File: config.mk
export PLATFORM = sky130hd
export DESIGN_NAME = memory_config_byte_lanes
export DESIGN_NICKNAME = d
export VERILOG_FILES = /design/src/memory_config_pkg.sv /design/src/memory_config_byte_lanes.sv
export VERILOG_INCLUDE_DIRS = /design/src
export SDC_FILE = /design/constraint.sdc
export NUM_CORES = 1
export LEC_CHECK = 0
export ABC_AREA = 1
export BUFFER_PORTS_ARGS = -buffer_cell sky130_fd_sc_hd__buf_2
export CAP_MARGIN = 10
export CORE_AREA = 4 4 133 135
export CTS_BUF_LIST = sky130_fd_sc_hd__clkbuf_8 sky130_fd_sc_hd__clkbuf_16
export DETAILED_ROUTE_END_ITERATION = 16
export DIE_AREA = 0 0 137 139
export HOLD_SLACK_MARGIN = 0.06
export PLACE_DENSITY = 0.76
export RECOVER_POWER = 50
export SLEW_MARGIN = 20
export SYNTH_ARGS = -nofsm -noshare
export SYNTH_HDL_FRONTEND = slang
export SYNTH_SLANG_ARGS = --single-unit
File: constraint.sdc
create_clock -name clk -period 11.8 [get_ports clk]
set_clock_uncertainty 0.1 [all_clocks]
set_input_delay 0.59 -clock clk [delete_from_list [all_inputs] [get_ports clk]]
set_output_delay 0.59 -clock clk [all_outputs]
set_load 0.01 [all_outputs]
File: src/memory_config_cfg.svh
`ifndef MEMORY_CONFIG_CFG_SVH
`define MEMORY_CONFIG_CFG_SVH
// Register offset of the first memory configuration register.
`define MEMORY_CONFIG_ZERO_OFFSET 8'h00
// Field positions inside the configuration register.
`define POS_RESERVED 31
`define POS_CLOCK_FLOAT 30
`define POS_MASK_INIT_DIS 29
`define POS_IDLE_PD_EN 28
`define POS_DEBUG_SHOW 27
`define POS_REMAP_TWO 26
`define POS_REMAP_ONE 25
`define POS_PAGE_RETAIN 24
`define POS_CS3_USER 23
`define POS_CS2_USER 22
`define POS_CS1_USER 21
`define POS_CS1_BANK 20
`define POS_BANK1_TYPE 18
`define POS_BANK0_TYPE 16
`define POS_BANK1_ROW 14
`define POS_BANK0_ROW 12
`define POS_BANK1_COL 8
`define POS_BANK0_COL 4
`define POS_CS_WIDE 0
// Reset value of the register; the chip-select 0 width bit follows the strap.
`define MEMORY_CONFIG_ZERO_RESET 32'h0000_0000
// Clock period in nanoseconds and idle period before SDRAM power-down.
`define CLK_PERIOD_NS 100
`define IDLE_POWERDOWN_CYCLES 3'h7
`endif

File: src/memory_config_pkg.sv
package memory_config_pkg;
  // Bank memory type encodings.
  typedef enum logic [1:0] {
    dram_16 = 2'b00,
    dram_32 = 2'b01,
    sdram_8 = 2'b10,
    sdram_16 = 2'b11
  } bank_type_e;
  // Byte-mask init state, Gray coded.
  typedef enum logic {
    mask_normal = 1'b0,
    mask_hold_high = 1'b1
  } mask_state_e;
  // Register port request.
  typedef struct packed {
    logic [7:0] addr;
    logic [31:0] wdata;
    logic wr;
    logic rd;
  } reg_req_s;
  // Internal function register access shown for debug.
  typedef struct packed {
    logic valid;
    logic is_read;
    logic [12:0] addr;
    logic [31:0] data;
  } show_access_s;
endpackage

File: src/memory_config_byte_lanes.sv
// The address-and-strobe port was decided locally.
`timescale 1ns/1ns
`include "memory_config_cfg.svh"
// Operation
// - Byte-order pin high big, low little.
// - Little order swaps the four data byte lanes.
// - Little order reverses column strobes, swaps masks.
// - Bit 30 floats memory clock during grant.
// - Bit 29 clear: masks high until SDRAM access.
// - Bit 28: clock enable low after 8 idle.
// - Bit 27 shows internal register accesses externally.
// - Bits 26 and 25 enable the re-mappers.
// - Bit 24 honours the write-in-page hint.
// - Bits 23..21 enable chip selects in user space.
// - Bit 20 enables chip select 1 in banks.
// - Field layout of banks, rows, columns, widths.
// - Bank type 11,10,01,00 decodes to memory kinds.
// - Width bit set 32-bit, clear 16-bit port.
// - Chip-select 0 width bit follows boot strap.
module memory_config_byte_lanes (
  input wire logic clk,
  input wire logic rst,
  input wire memory_config_pkg::reg_req_s req,
  output logic [31:0] rdata,
  input wire logic big_order,
  input wire logic boot_test_strap,
  input wire logic [31:0] core_wdata,
  output logic [31:0] core_rdata,
  input wire logic [31:0] data_in,
  output logic [31:0] data_out,
  input wire logic [3:0] core_column_strobe_n,
  output logic [3:0] column_strobe_n,
  input wire logic core_upper_mask,
  input wire logic core_lower_mask,
  output logic upper_byte_mask,
  output logic lower_byte_mask,
  input wire logic external_bus_grant_n,
  output logic memory_clock_out,
  output logic memory_clock_oe_n,
  input wire logic powerdown_exit,
  input wire logic sdram_access,
  output logic sdram_clock_enable,
  input wire memory_config_pkg::show_access_s internal_access,
  output logic show_read_n,
  output logic [12:0] show_addr,
  output logic [31:0] show_data,
  output logic card_register_select_n,
  input wire logic write_in_page_hint,
  output logic keep_page,
  output logic remapper_two_en,
  output logic remapper_one_en,
  output logic [3:1] cs_user_space_en,
  output logic cs1_bank_space_en,
  output logic [3:0] cs_wide_port,
  output memory_config_pkg::bank_type_e bank1_type,
  output memory_config_pkg::bank_type_e bank0_type,
  output logic [1:0] bank1_row_map,
  output logic [1:0] bank0_row_map,
  output logic [3:0] bank1_column_map,
  output logic [3:0] bank0_column_map
);
  import memory_config_pkg::*;

  // Swaps the four byte lanes when little byte order is selected.
  function automatic logic [31:0] map_lanes(input logic [31:0] d, input logic big);
    map_lanes = big ? d : {d[7:0], d[15:8], d[23:16], d[31:24]};
  endfunction

  // Reverses the column strobe numbering when little byte order is selected.
  function automatic logic [3:0] map_strobes(input logic [3:0] s, input logic big);
    map_strobes = big ? s : {s[0], s[1], s[2], s[3]};
  endfunction

  logic [31:0] config_reg; // Stored configuration word, bit 31 held at zero.
  logic strap_taken; // Set once the boot strap has been captured.
  logic [2:0] idle_count; // Consecutive cycles without an SDRAM access.
  logic clock_phase; // Divided memory clock.
  mask_state_e mask_state; // Byte-mask init state.

  // Register writes, strap capture after reset release.
  always_ff @(posedge clk or posedge rst) begin
    if (rst) begin
      config_reg <= `MEMORY_CONFIG_ZERO_RESET;
      strap_taken <= 1'b0;
    end else begin
      strap_taken <= 1'b1;
      if (req.wr && req.addr == `MEMORY_CONFIG_ZERO_OFFSET) begin
        // Bit 31 is never stored.
        config_reg <= {1'b0, req.wdata[30:0]};
      end else if (!strap_taken) begin
        // The chip-select 0 width bit takes the strap level once.
        config_reg[`POS_CS_WIDE] <= boot_test_strap;
      end
    end
  end

  // Read data stand in the cycle after the read strobe; unmapped reads give zero.
  always_ff @(posedge clk or posedge rst) begin
    if (rst) begin
      rdata <= 32'h0000_0000;
    end else if (req.rd && req.addr == `MEMORY_CONFIG_ZERO_OFFSET) begin
      rdata <= {1'b0, config_reg[30:0]};
    end else begin
      rdata <= 32'h0000_0000;
    end
  end

  // Data lanes in both directions follow the byte-order pin.
  always_ff @(posedge clk or posedge rst) begin
    if (rst) begin
      data_out <= 32'h0000_0000;
      core_rdata <= 32'h0000_0000;
    end else begin
      data_out <= map_lanes(core_wdata, big_order);
      core_rdata <= map_lanes(data_in, big_order);
    end
  end

  // Column strobes follow the byte-order pin; idle high.
  always_ff @(posedge clk or posedge rst) begin
    if (rst) begin
      column_strobe_n <= 4'hf;
    end else begin
      column_strobe_n <= map_strobes(core_column_strobe_n, big_order);
    end
  end

  // Byte-mask init state: high after power-down exit until the first SDRAM access.
  always_ff @(posedge clk or posedge rst) begin
    if (rst) begin
      mask_state <= mask_normal;
    end else begin
      unique case (mask_state)
        mask_normal: begin
          // Only entered when the init function is enabled.
          if (powerdown_exit && !config_reg[`POS_MASK_INIT_DIS]) begin
            mask_state <= mask_hold_high;
          end
        end
        mask_hold_high: begin
          // The first SDRAM access releases the masks.
          if (sdram_access) begin
            mask_state <= mask_normal;
          end
        end
      endcase
    end
  end

  // Byte masks swap roles in little order and are forced high while holding.
  always_ff @(posedge clk or posedge rst) begin
    if (rst) begin
      upper_byte_mask <= 1'b0;
      lower_byte_mask <= 1'b0;
    end else if (mask_state == mask_hold_high && !sdram_access) begin
      upper_byte_mask <= 1'b1;
      lower_byte_mask <= 1'b1;
    end else begin
      upper_byte_mask <= big_order ? core_upper_mask : core_lower_mask;
      lower_byte_mask <= big_order ? core_lower_mask : core_upper_mask;
    end
  end

  // Memory clock divides the core clock by two.
  always_ff @(posedge clk or posedge rst) begin
    if (rst) begin
      clock_phase <= 1'b0;
    end else begin
      clock_phase <= ~clock_phase;
    end
  end

  // Clock output and its enable; the enable is high while the pin floats.
  always_ff @(posedge clk or posedge rst) begin
    if (rst) begin
      memory_clock_out <= 1'b0;
      memory_clock_oe_n <= 1'b0;
    end else begin
      memory_clock_out <= clock_phase;
      memory_clock_oe_n <= !external_bus_grant_n && config_reg[`POS_CLOCK_FLOAT];
    end
  end

  // Idle counter saturates at the power-down count.
  always_ff @(posedge clk or posedge rst) begin
    if (rst) begin
      idle_count <= 3'h0;
    end else if (sdram_access) begin
      idle_count <= 3'h0;
    end else if (idle_count != `IDLE_POWERDOWN_CYCLES) begin
      idle_count <= idle_count + 3'h1;
    end
  end

  // Clock enable drops once the idle count is reached and power-down is allowed.
  always_ff @(posedge clk or posedge rst) begin
    if (rst) begin
      sdram_clock_enable <= 1'b1;
    end else begin
      sdram_clock_enable <= !(config_reg[`POS_IDLE_PD_EN] && !sdram_access
        && idle_count == `IDLE_POWERDOWN_CYCLES);
    end
  end

  // Debug show: latch the access, strobe low one cycle, rising edge marks sampling.
  always_ff @(posedge clk or posedge rst) begin
    if (rst) begin
      show_read_n <= 1'b1;
      show_addr <= 13'h0000;
      show_data <= 32'h0000_0000;
      card_register_select_n <= 1'b1;
    end else if (internal_access.valid && config_reg[`POS_DEBUG_SHOW]) begin
      show_read_n <= !internal_access.is_read;
      show_addr <= internal_access.addr;
      show_data <= internal_access.data;
      card_register_select_n <= 1'b0;
    end else begin
      // The select rises again, which marks the sampling point outside.
      card_register_select_n <= 1'b1;
    end
  end

  // Page retention honours the hint only when enabled.
  always_ff @(posedge clk or posedge rst) begin
    if (rst) begin
      keep_page <= 1'b0;
    end else begin
      keep_page <= write_in_page_hint && config_reg[`POS_PAGE_RETAIN];
    end
  end

  // Enables and geometry come straight from the register flops.
  assign remapper_two_en = config_reg[`POS_REMAP_TWO];
  assign remapper_one_en = config_reg[`POS_REMAP_ONE];
  assign cs_user_space_en = config_reg[`POS_CS3_USER:`POS_CS1_USER];
  assign cs1_bank_space_en = config_reg[`POS_CS1_BANK];
  assign cs_wide_port = config_reg[`POS_CS_WIDE+3:`POS_CS_WIDE];
  assign bank1_type = bank_type_e'(config_reg[`POS_BANK1_TYPE+1:`POS_BANK1_TYPE]);
  assign bank0_type = bank_type_e'(config_reg[`POS_BANK0_TYPE+1:`POS_BANK0_TYPE]);
  assign bank1_row_map = config_reg[`POS_BANK1_ROW+1:`POS_BANK1_ROW];
  assign bank0_row_map = config_reg[`POS_BANK0_ROW+1:`POS_BANK0_ROW];
  assign bank1_column_map = config_reg[`POS_BANK1_COL+3:`POS_BANK1_COL];
  assign bank0_column_map = config_reg[`POS_BANK0_COL+3:`POS_BANK0_COL];

  // Checks next to the logic they guard; the sampled reset in the antecedents that carry it keeps the
  // edge that releases reset from judging outputs that were still held in reset.
  property p_lanes_little;
    @(posedge clk) disable iff (rst)
      !rst && !big_order
      |=> data_out[7:0] == $past(core_wdata[31:24]) && data_out[31:24] == $past(core_wdata[7:0]);
  endproperty
  a_lanes_little: assert property (p_lanes_little) else $error("little lane swap wrong");

  property p_lanes_big;
    @(posedge clk) disable iff (rst)
      !rst && big_order |=> data_out == $past(core_wdata) && core_rdata == $past(data_in);
  endproperty
  a_lanes_big: assert property (p_lanes_big) else $error("big order not straight");

  property p_strobe_reverse;
    @(posedge clk) disable iff (rst)
      !rst && !big_order |=> column_strobe_n[3] == $past(core_column_strobe_n[0]);
  endproperty
  a_strobe_reverse: assert property (p_strobe_reverse) else $error("strobe reversal wrong");

  property p_clock_float;
    @(posedge clk) disable iff (rst)
      !rst && !external_bus_grant_n && config_reg[`POS_CLOCK_FLOAT] |=> memory_clock_oe_n;
  endproperty
  a_clock_float: assert property (p_clock_float) else $error("clock not floated");

  property p_clock_runs;
    @(posedge clk) disable iff (rst)
      !rst && !config_reg[`POS_CLOCK_FLOAT] |=> !memory_clock_oe_n;
  endproperty
  a_clock_runs: assert property (p_clock_runs) else $error("clock floated");

  property p_mask_hold;
    @(posedge clk) disable iff (rst)
      powerdown_exit && !config_reg[`POS_MASK_INIT_DIS] && mask_state == mask_normal ##1 !sdram_access
      |=> upper_byte_mask && lower_byte_mask;
  endproperty
  a_mask_hold: assert property (p_mask_hold) else $error("masks not high");

  property p_idle_powerdown;
    @(posedge clk) disable iff (rst)
      (config_reg[`POS_IDLE_PD_EN] && !sdram_access) [*8] |=> !sdram_clock_enable;
  endproperty
  a_idle_powerdown: assert property (p_idle_powerdown) else $error("no power-down");

  property p_access_wakes;
    @(posedge clk) disable iff (rst)
      sdram_access |=> sdram_clock_enable;
  endproperty
  a_access_wakes: assert property (p_access_wakes) else $error("clock enable low after access");

  property p_show_strobe;
    @(posedge clk) disable iff (rst)
      internal_access.valid && config_reg[`POS_DEBUG_SHOW]
      |=> !card_register_select_n && show_addr == $past(internal_access.addr);
  endproperty
  a_show_strobe: assert property (p_show_strobe) else $error("debug show missing");

  property p_show_quiet;
    @(posedge clk) disable iff (rst)
      !rst && !config_reg[`POS_DEBUG_SHOW] |=> card_register_select_n;
  endproperty
  a_show_quiet: assert property (p_show_quiet) else $error("debug strobe while disabled");

  property p_page_hint;
    @(posedge clk) disable iff (rst)
      !rst && write_in_page_hint && !config_reg[`POS_PAGE_RETAIN] |=> !keep_page;
  endproperty
  a_page_hint: assert property (p_page_hint) else $error("hint not ignored");

  property p_reserved_zero;
    @(posedge clk) disable iff (rst)
      !rst && req.rd && req.addr == `MEMORY_CONFIG_ZERO_OFFSET
      |=> !rdata[`POS_RESERVED] && rdata[30:0] == $past(config_reg[30:0]);
  endproperty
  a_reserved_zero: assert property (p_reserved_zero) else $error("reserved bit or read data wrong");

  property p_unmapped_zero;
    @(posedge clk) disable iff (rst)
      !rst && !(req.rd && req.addr == `MEMORY_CONFIG_ZERO_OFFSET) |=> rdata == 32'h0000_0000;
  endproperty
  a_unmapped_zero: assert property (p_unmapped_zero) else $error("read data not zero");

  property p_strap;
    @(posedge clk) disable iff (rst)
      !rst && !strap_taken && !(req.wr && req.addr == `MEMORY_CONFIG_ZERO_OFFSET)
      |=> cs_wide_port[0] == $past(boot_test_strap);
  endproperty
  a_strap: assert property (p_strap) else $error("strap not captured");
endmodule

==> results of run 1 <==
worst max-delay path by stage:
stage | to | slack [ns] | cells after the start
floorplan | clock_phase | 5.98 | 1
global placement | config_reg[22] | 8.80 | 7
detailed placement | config_reg[18] | 8.76 | 7
CTS | config_reg[15] | 9.16 | 7
global route | config_reg[6] | 7.34 | 3
finish | lower_byte_mask | 8.09 | 3
cell usage after synthesis:
cell / number
nor2_1: 38
o21ai_0: 71
buf_2: 14
dfrtp_1: 182
mux2_4: 17
inv_1: 70
buf_6: 3
mux2_2: 28
nand2_1: 148
nor2_4: 1
clkinv_1: 1
nand3_1: 35
dfstp_2: 7
a21oi_1: 2
conb_1: 2
ha_1: 2
buf_4: 24
clkbuf_1: 15
final cells by class:
cell class	count	share of cell area
Clock inverter	14	0.0119
Multi-Input combinational cell	344	0.199
Inverter	71	0.0289
Tap cell	220	0.0297
Sequential cell	189	0.512
Clock buffer	18	0.0474
Timing Repair Buffer	347	0.172
through the flow:
step / util / total power [mW]
2_1_floorplan: - / 0.886
3_3_place_gp: 0.540 / 0.995
3_5_place_dp: 0.540 / 1.00
4_1_cts: 0.573 / 1.54
5_1_grt: 0.562 / 1.59
6_report: 0.562 / 1.50
critical path: stages:
cell and delay, ns:
buf_2 0.10, clkinvlp_2 2.48, buf_6 0.74
power breakdown:
part	switching [mW]	total, mW	internal [mW]
sequential	0.0296	0.747	0.718
combinational	0.124	0.226	0.102
clock	0.252	0.532	0.279
per-layer routing:
layer,vias to the layer above,part of all wire
met5,-,0.0025
li1,2650,-
met4,6,0.019
met2,239,0.51
met1,2521,0.35
met3,29,0.12
cells by family (layout without fill, tap and decap cells):
group	after synthesis	in the layout	synth area share
AND/OR/NAND/NOR	222	222	0.123
adder cells (fa/ha/maj)	2	2	0.00348
buffers and inverters	127	450	0.0843
flip-flops	189	189	0.658
other	2	2	0.00104
multiplexers	45	45	0.0793
AO/OA/AOI/OAI	73	73	0.0508
==> summary.md, run 1 <==
| Metric | Value |
|---|---|
| Status | finished, violations left |
| Failing checks | max-capacitance violations, max-slew violations |
| Post-Syn Nets | roughly 830 |
| Endpoints failing setup | 0 |
| Critical path peak fanout | 106 |
| Syn Area/Cell | 10.9 um2 |
| Die X | between 100 and 150 um |
| Tmin final | ~3.7 ns |
| CTS Buf Count | 17 |
| Fin cells | around 1200 |
| Setup crit end kind | async pin |
| CTS root buffer | clkbuf_16 |
| Worst reg2reg path depth | 3 |
| Seq cells post-synth | 189 |
| Met2 GRT Util | 0.331 |
| Pins Over Slew Limit | 222 |
| DR WL/cell | 15.1 um |
| Core Box Area | ~16000 um2 |
| Die height | 139 um |
| Hold path endpoint | memory_clock_oe_n |
| Initial Util | 0.437 |
| Placement Rows | 47 |
| Multi-input gate area | 1840 um2 |
| Vias in the first global route | between 5000 and 6000 |
| Worst EP arrival | 4.08 ns |
| Max Clk Rate | 269 MHz |
| Clk sink count | about 190 |
| Most frequent cells in the layout | 221 x buf_2, 182 x dfrtp_1, 146 x nand2_1 |
| Top cells by area, synth | dfrtp_1 63%, nand2_1 7.7%, o21ai_0 4.9%, mux2_2 4.4%, inv_1 3.7% |
| Period utilization | 0.315 |
| DP Wirelength | 13300 um |
| Nets | 1139 |
| PD cells | around 160 nW/um2 |
| Worst slew margin | -2.00 |
| Cell Area, Placed | 8890 um2 |
| Via count | ~5400 |
| Post-CTS setup buffer count | 0 |
| Total gr overflow | 0 |
| Worst path required time | 12.17 ns |
| Final worst slack | around 8 ns |
| Crit path kind | primary input to async pin |
| Layout cells sized above 1 | 0.311 |
| Hold Crit Depth | 2 |
| Grt met1 use | 0.199 |
| Top flop regs | core_rdata x32, data_out x32, show_data x32 |
| H-tree lvl count | 4 |
| Synth area leader | dfrtp_1 |
| CTS Hold Bufs | 0 |
| Antenna diodes | 0 |
| Drt first pass iters | 4 |
| CTS max path bufs | 2 |
| I/O Buffers | 343 |
| Worst R2R Start | config_reg[27] |
| Die area | 19000 um2 |
| Vias per cell | 4.53 |
| Initial antenna violation count | 3 |
| Final hold violation count | 0 |
| Least-Margin Pin Slew | around 4.5 ns |
| Finished Cell Area | 9260 um2 |
| Worst-Skew Late Latency | 0.42 ns |
| Register Area | 4740 um2 |
| Global-route wire length before repair | around 28000 um |
| Total Wirelength | 18100 um |
| Max Cap Violations | 3 |
| Sequential area share after synthesis | 0.658 |
| Grt met3 use | 0.0878 |
| Final Wtd Congestion | roughly 0.81 |
| Post-Synthesis Cells | 660 |
| Worst-path clk slew | roughly 0.07 ns |
| Max VDD drop | 0.0000928 V |
| Pre-CTS setup slack | 8.76 ns |
| Initial drt markers | 213 |
| R2R Path End | show_data[5] |
| P_leak | 4.90 nW |
| RSZ-0062 raised after global routing | false |
| DRT antenna net count | 0 |
| Share of the synthesized area in the top cell type | 0.633 |
| Placed insts | 1171 |
| Synth warnings | 0 |
| HP Class | primary input to flop |
| Area growth, synth to finish | 28.6% |
| Top Usage Layer GRT | met2 |
| Mapped Area | 7200 um2 |
| Hold WS | 0.212 ns |
| Commonest non-fill, non-tap cell in the layout | buf_2 |
| Hold Crit Start | external_bus_grant_n |
| Synth unique cells | 18 |
| Crit path launch type | primary input |
| Post-CTS sizing | 0 |
| DRC Markers | 0 |
| Origin of the worst setup path | rst |
| All-Layer GR Usage | 0.190 |
| Worst reg2reg setup slack | about 8.7 ns |
| Largest net degree at the start of global routing | 107 |
| Fin Setup TNS | 0 ns |
| Fillers | 1501 |
| IO Pins | 346 |
| TritonCTS clock tree | yes |
Note: power is estimated with default switching activity, not from simulation.
==> run 2: changes to the inputs <==
CORE_AREA = not set   (was 4 4 133 135)
CORE_MARGIN = 4   (was not set)
CORE_UTILIZATION = 46   (was not set)
DIE_AREA = not set   (was 0 0 137 139)
PLACE_DENSITY = 0.8   (was 0.76)
clock period = 3.68 ns   (was 11.8 ns; I/O delays follow)
==> summary.md, run 2 (synthesis results as in run 1) <==
| Metric | Value |
|---|---|
| Status | finished, violations left |
| Failing checks | max-capacitance violations, max-slew violations |
| CTS max path bufs | 2 |
| HP Class | primary input to flop |
| Initial antenna violation count | 3 |
| Worst path required time | 3.72 ns |
| Crit path launch type | primary input |
| Global-route wire length before repair | a little over 40000 um |
| Post-CTS setup buffer count | 0 |
| IO Pins | 346 |
| Die height | 133 um |
| Cell Area, Placed | slightly below 9000 um2 |
| Pins Over Slew Limit | a little over 80 |
| Max Cap Violations | 1 |
| Crit path kind | primary input to async pin |
| DP Wirelength | between 10000 and 15000 um |
| DR WL/cell | 18.9 um |
| Worst reg2reg setup slack | roughly 1.7 ns |
| Die area | 17700 um2 |
| Clk pwr share | 0.356 |
| Crit-path cells | dlygate4sd3_1 > buf_2 > clkinvlp_2 > clkbuf_2 |
| Clk sink count | 189 |
| H-tree lvl count | 4 |
| Area growth, synth to finish | 57.6% |
| CTS Buf Count | 17 |
| DRC Markers | 0 |
| All-Layer GR Usage | 0.293 |
| Worst slew margin | -0.291 |
| Top flop regs | core_rdata x32, data_out x32, show_data x32 |
| CP peak stage delay | 1.41 ns |
| Drt first pass iters | 7 |
| Register Area | 4740 um2 |
| Initial Util | 0.472 |
| Endpoints failing setup | 0 |
| Worst-Skew Late Latency | 0.41 ns |
| Core Box Area | 15300 um2 |
| Die X | 133 um |
| Post-layout power | 5.33 mW |
| Placement Rows | 45 |
| Via count | 6865 |
| Tmin final | 2.37 ns |
| CTS root buffer | clkbuf_16 |
| TritonCTS clock tree | yes |
| Finished Cell Area | 11300 um2 |
| Initial drt markers | 461 |
| Hold WS | about 0.15 ns |
| Most frequent cells in the layout | 281 x buf_2, 188 x dlygate4sd3_1, 182 x dfrtp_1 |
| Sw Share | 0.264 |
| Nets | about 1300 |
| Layout cells sized above 1 | 0.320 |
| Period utilization | 0.645 |
| Post-CTS sizing | 0 |
| Worst EP arrival | 2.41 ns |
| Vias per cell | 4.94 |
| Max Clk Rate | ~420 MHz |
| Commonest non-fill, non-tap cell in the layout | buf_2 |
| CP max stage cell | clkbuf_2 |
| Sequential power share | 0.455 |
| Fin Setup TNS | 0 ns |
| Vias in the first global route | approximately 7500 |
| Critical path's top delay family | buffers and inverters |
| Largest net degree at the start of global routing | 108 |
| Final Wtd Congestion | 0.795 |
| Worst path bufs/invs | 4 |
| Combinational power share | 0.189 |
| Total gr overflow | 0 |
| PD cells | approximately 470 nW/um2 |
| DRT antenna net count | 0 |
| Least-Margin Pin Slew | ~1.9 ns |
| RSZ-0062 raised after global routing | false |
| Final hold violation count | 0 |
| Worst-path clk slew | about 0.07 ns |
| Critical path peak fanout | just over 80 |
| P_leak | between 5 and 6 nW |
| Setup crit end kind | async pin |
| Fillers | 933 |
| Multi-input gate area | 1860 um2 |
| Sw Pwr | 1.41 mW |
| I/O Buffers | around 340 |
| Total Wirelength | about 26000 um |
| Pint | 3.92 mW |
| Max VDD drop | slightly above 0.0003 V |
run 2: routing by layer:
layer	vias to the layer above	GRT usage	part of all wire
met5	-	0	0
met4	0	0.109	0.035
met3	67	0.0955	0.086
met2	424	0.545	0.53
met1	3336	0.308	0.35
li1	3038	-	-
run 2: tightest hold or removal path: stages:
cell	delay (ns)
buf_2	0.07
nor2_1	0.03
nand2_1	0.09
nor2_4	0.11
nand3_1	0.09
nand2_1	0.05
run 2: cell type report:
class,count,share of cell area
multi-input combinational,344,0.164
tap,211,0.0233
antenna,3,0.000662
clock inverter,13,0.0141
inverter,71,0.0236
timing repair buffer,540,0.317
clock buffer,19,0.0399
sequential,189,0.418
run 2: final timing paths:
| kind | from | end | cells past startpoint |
|---|---|---|---|
| max reg2reg | config_reg[27] | show_addr[6] | 3 |
| min in group asynchronous | rst | show_data[1] | 4 |
| max | rst | keep_page | 4 |
| min reg2reg | clock_phase | memory_clock_out | 0 |
| max in group clk | req[41] | config_reg[0] | 10 |
| min | req[34] | config_reg[17] | 6 |
run 2: power groups by stage:
stage,Combinational [mW],Sequential (mW),Clock [mW]
2_1_floorplan,0.308,2.53,0
3_3_place_gp,0.776,2.41,0
3_5_place_dp,0.795,2.43,0
4_1_cts,0.973,2.40,1.91
5_1_grt,1.07,2.44,2.00
6_report,1.01,2.42,1.90
run 2: repair_timing:
action,CTS,global route
setup endpoints to repair,0,0
hold endpoints to repair,336,0
hold buffers,188,0
run 2: stage by stage:
step | worst slack (ns) | util | cells
after floorplan | 0.967 | - | 660
after global placement | 1.57 | 0.586 | 1167
after detailed placement | 1.59 | 0.586 | 1167
after CTS | 1.64 | 0.749 | 1387
after global routing | 0.918 | 0.744 | 1390
final | 1.31 | 0.744 | 1390
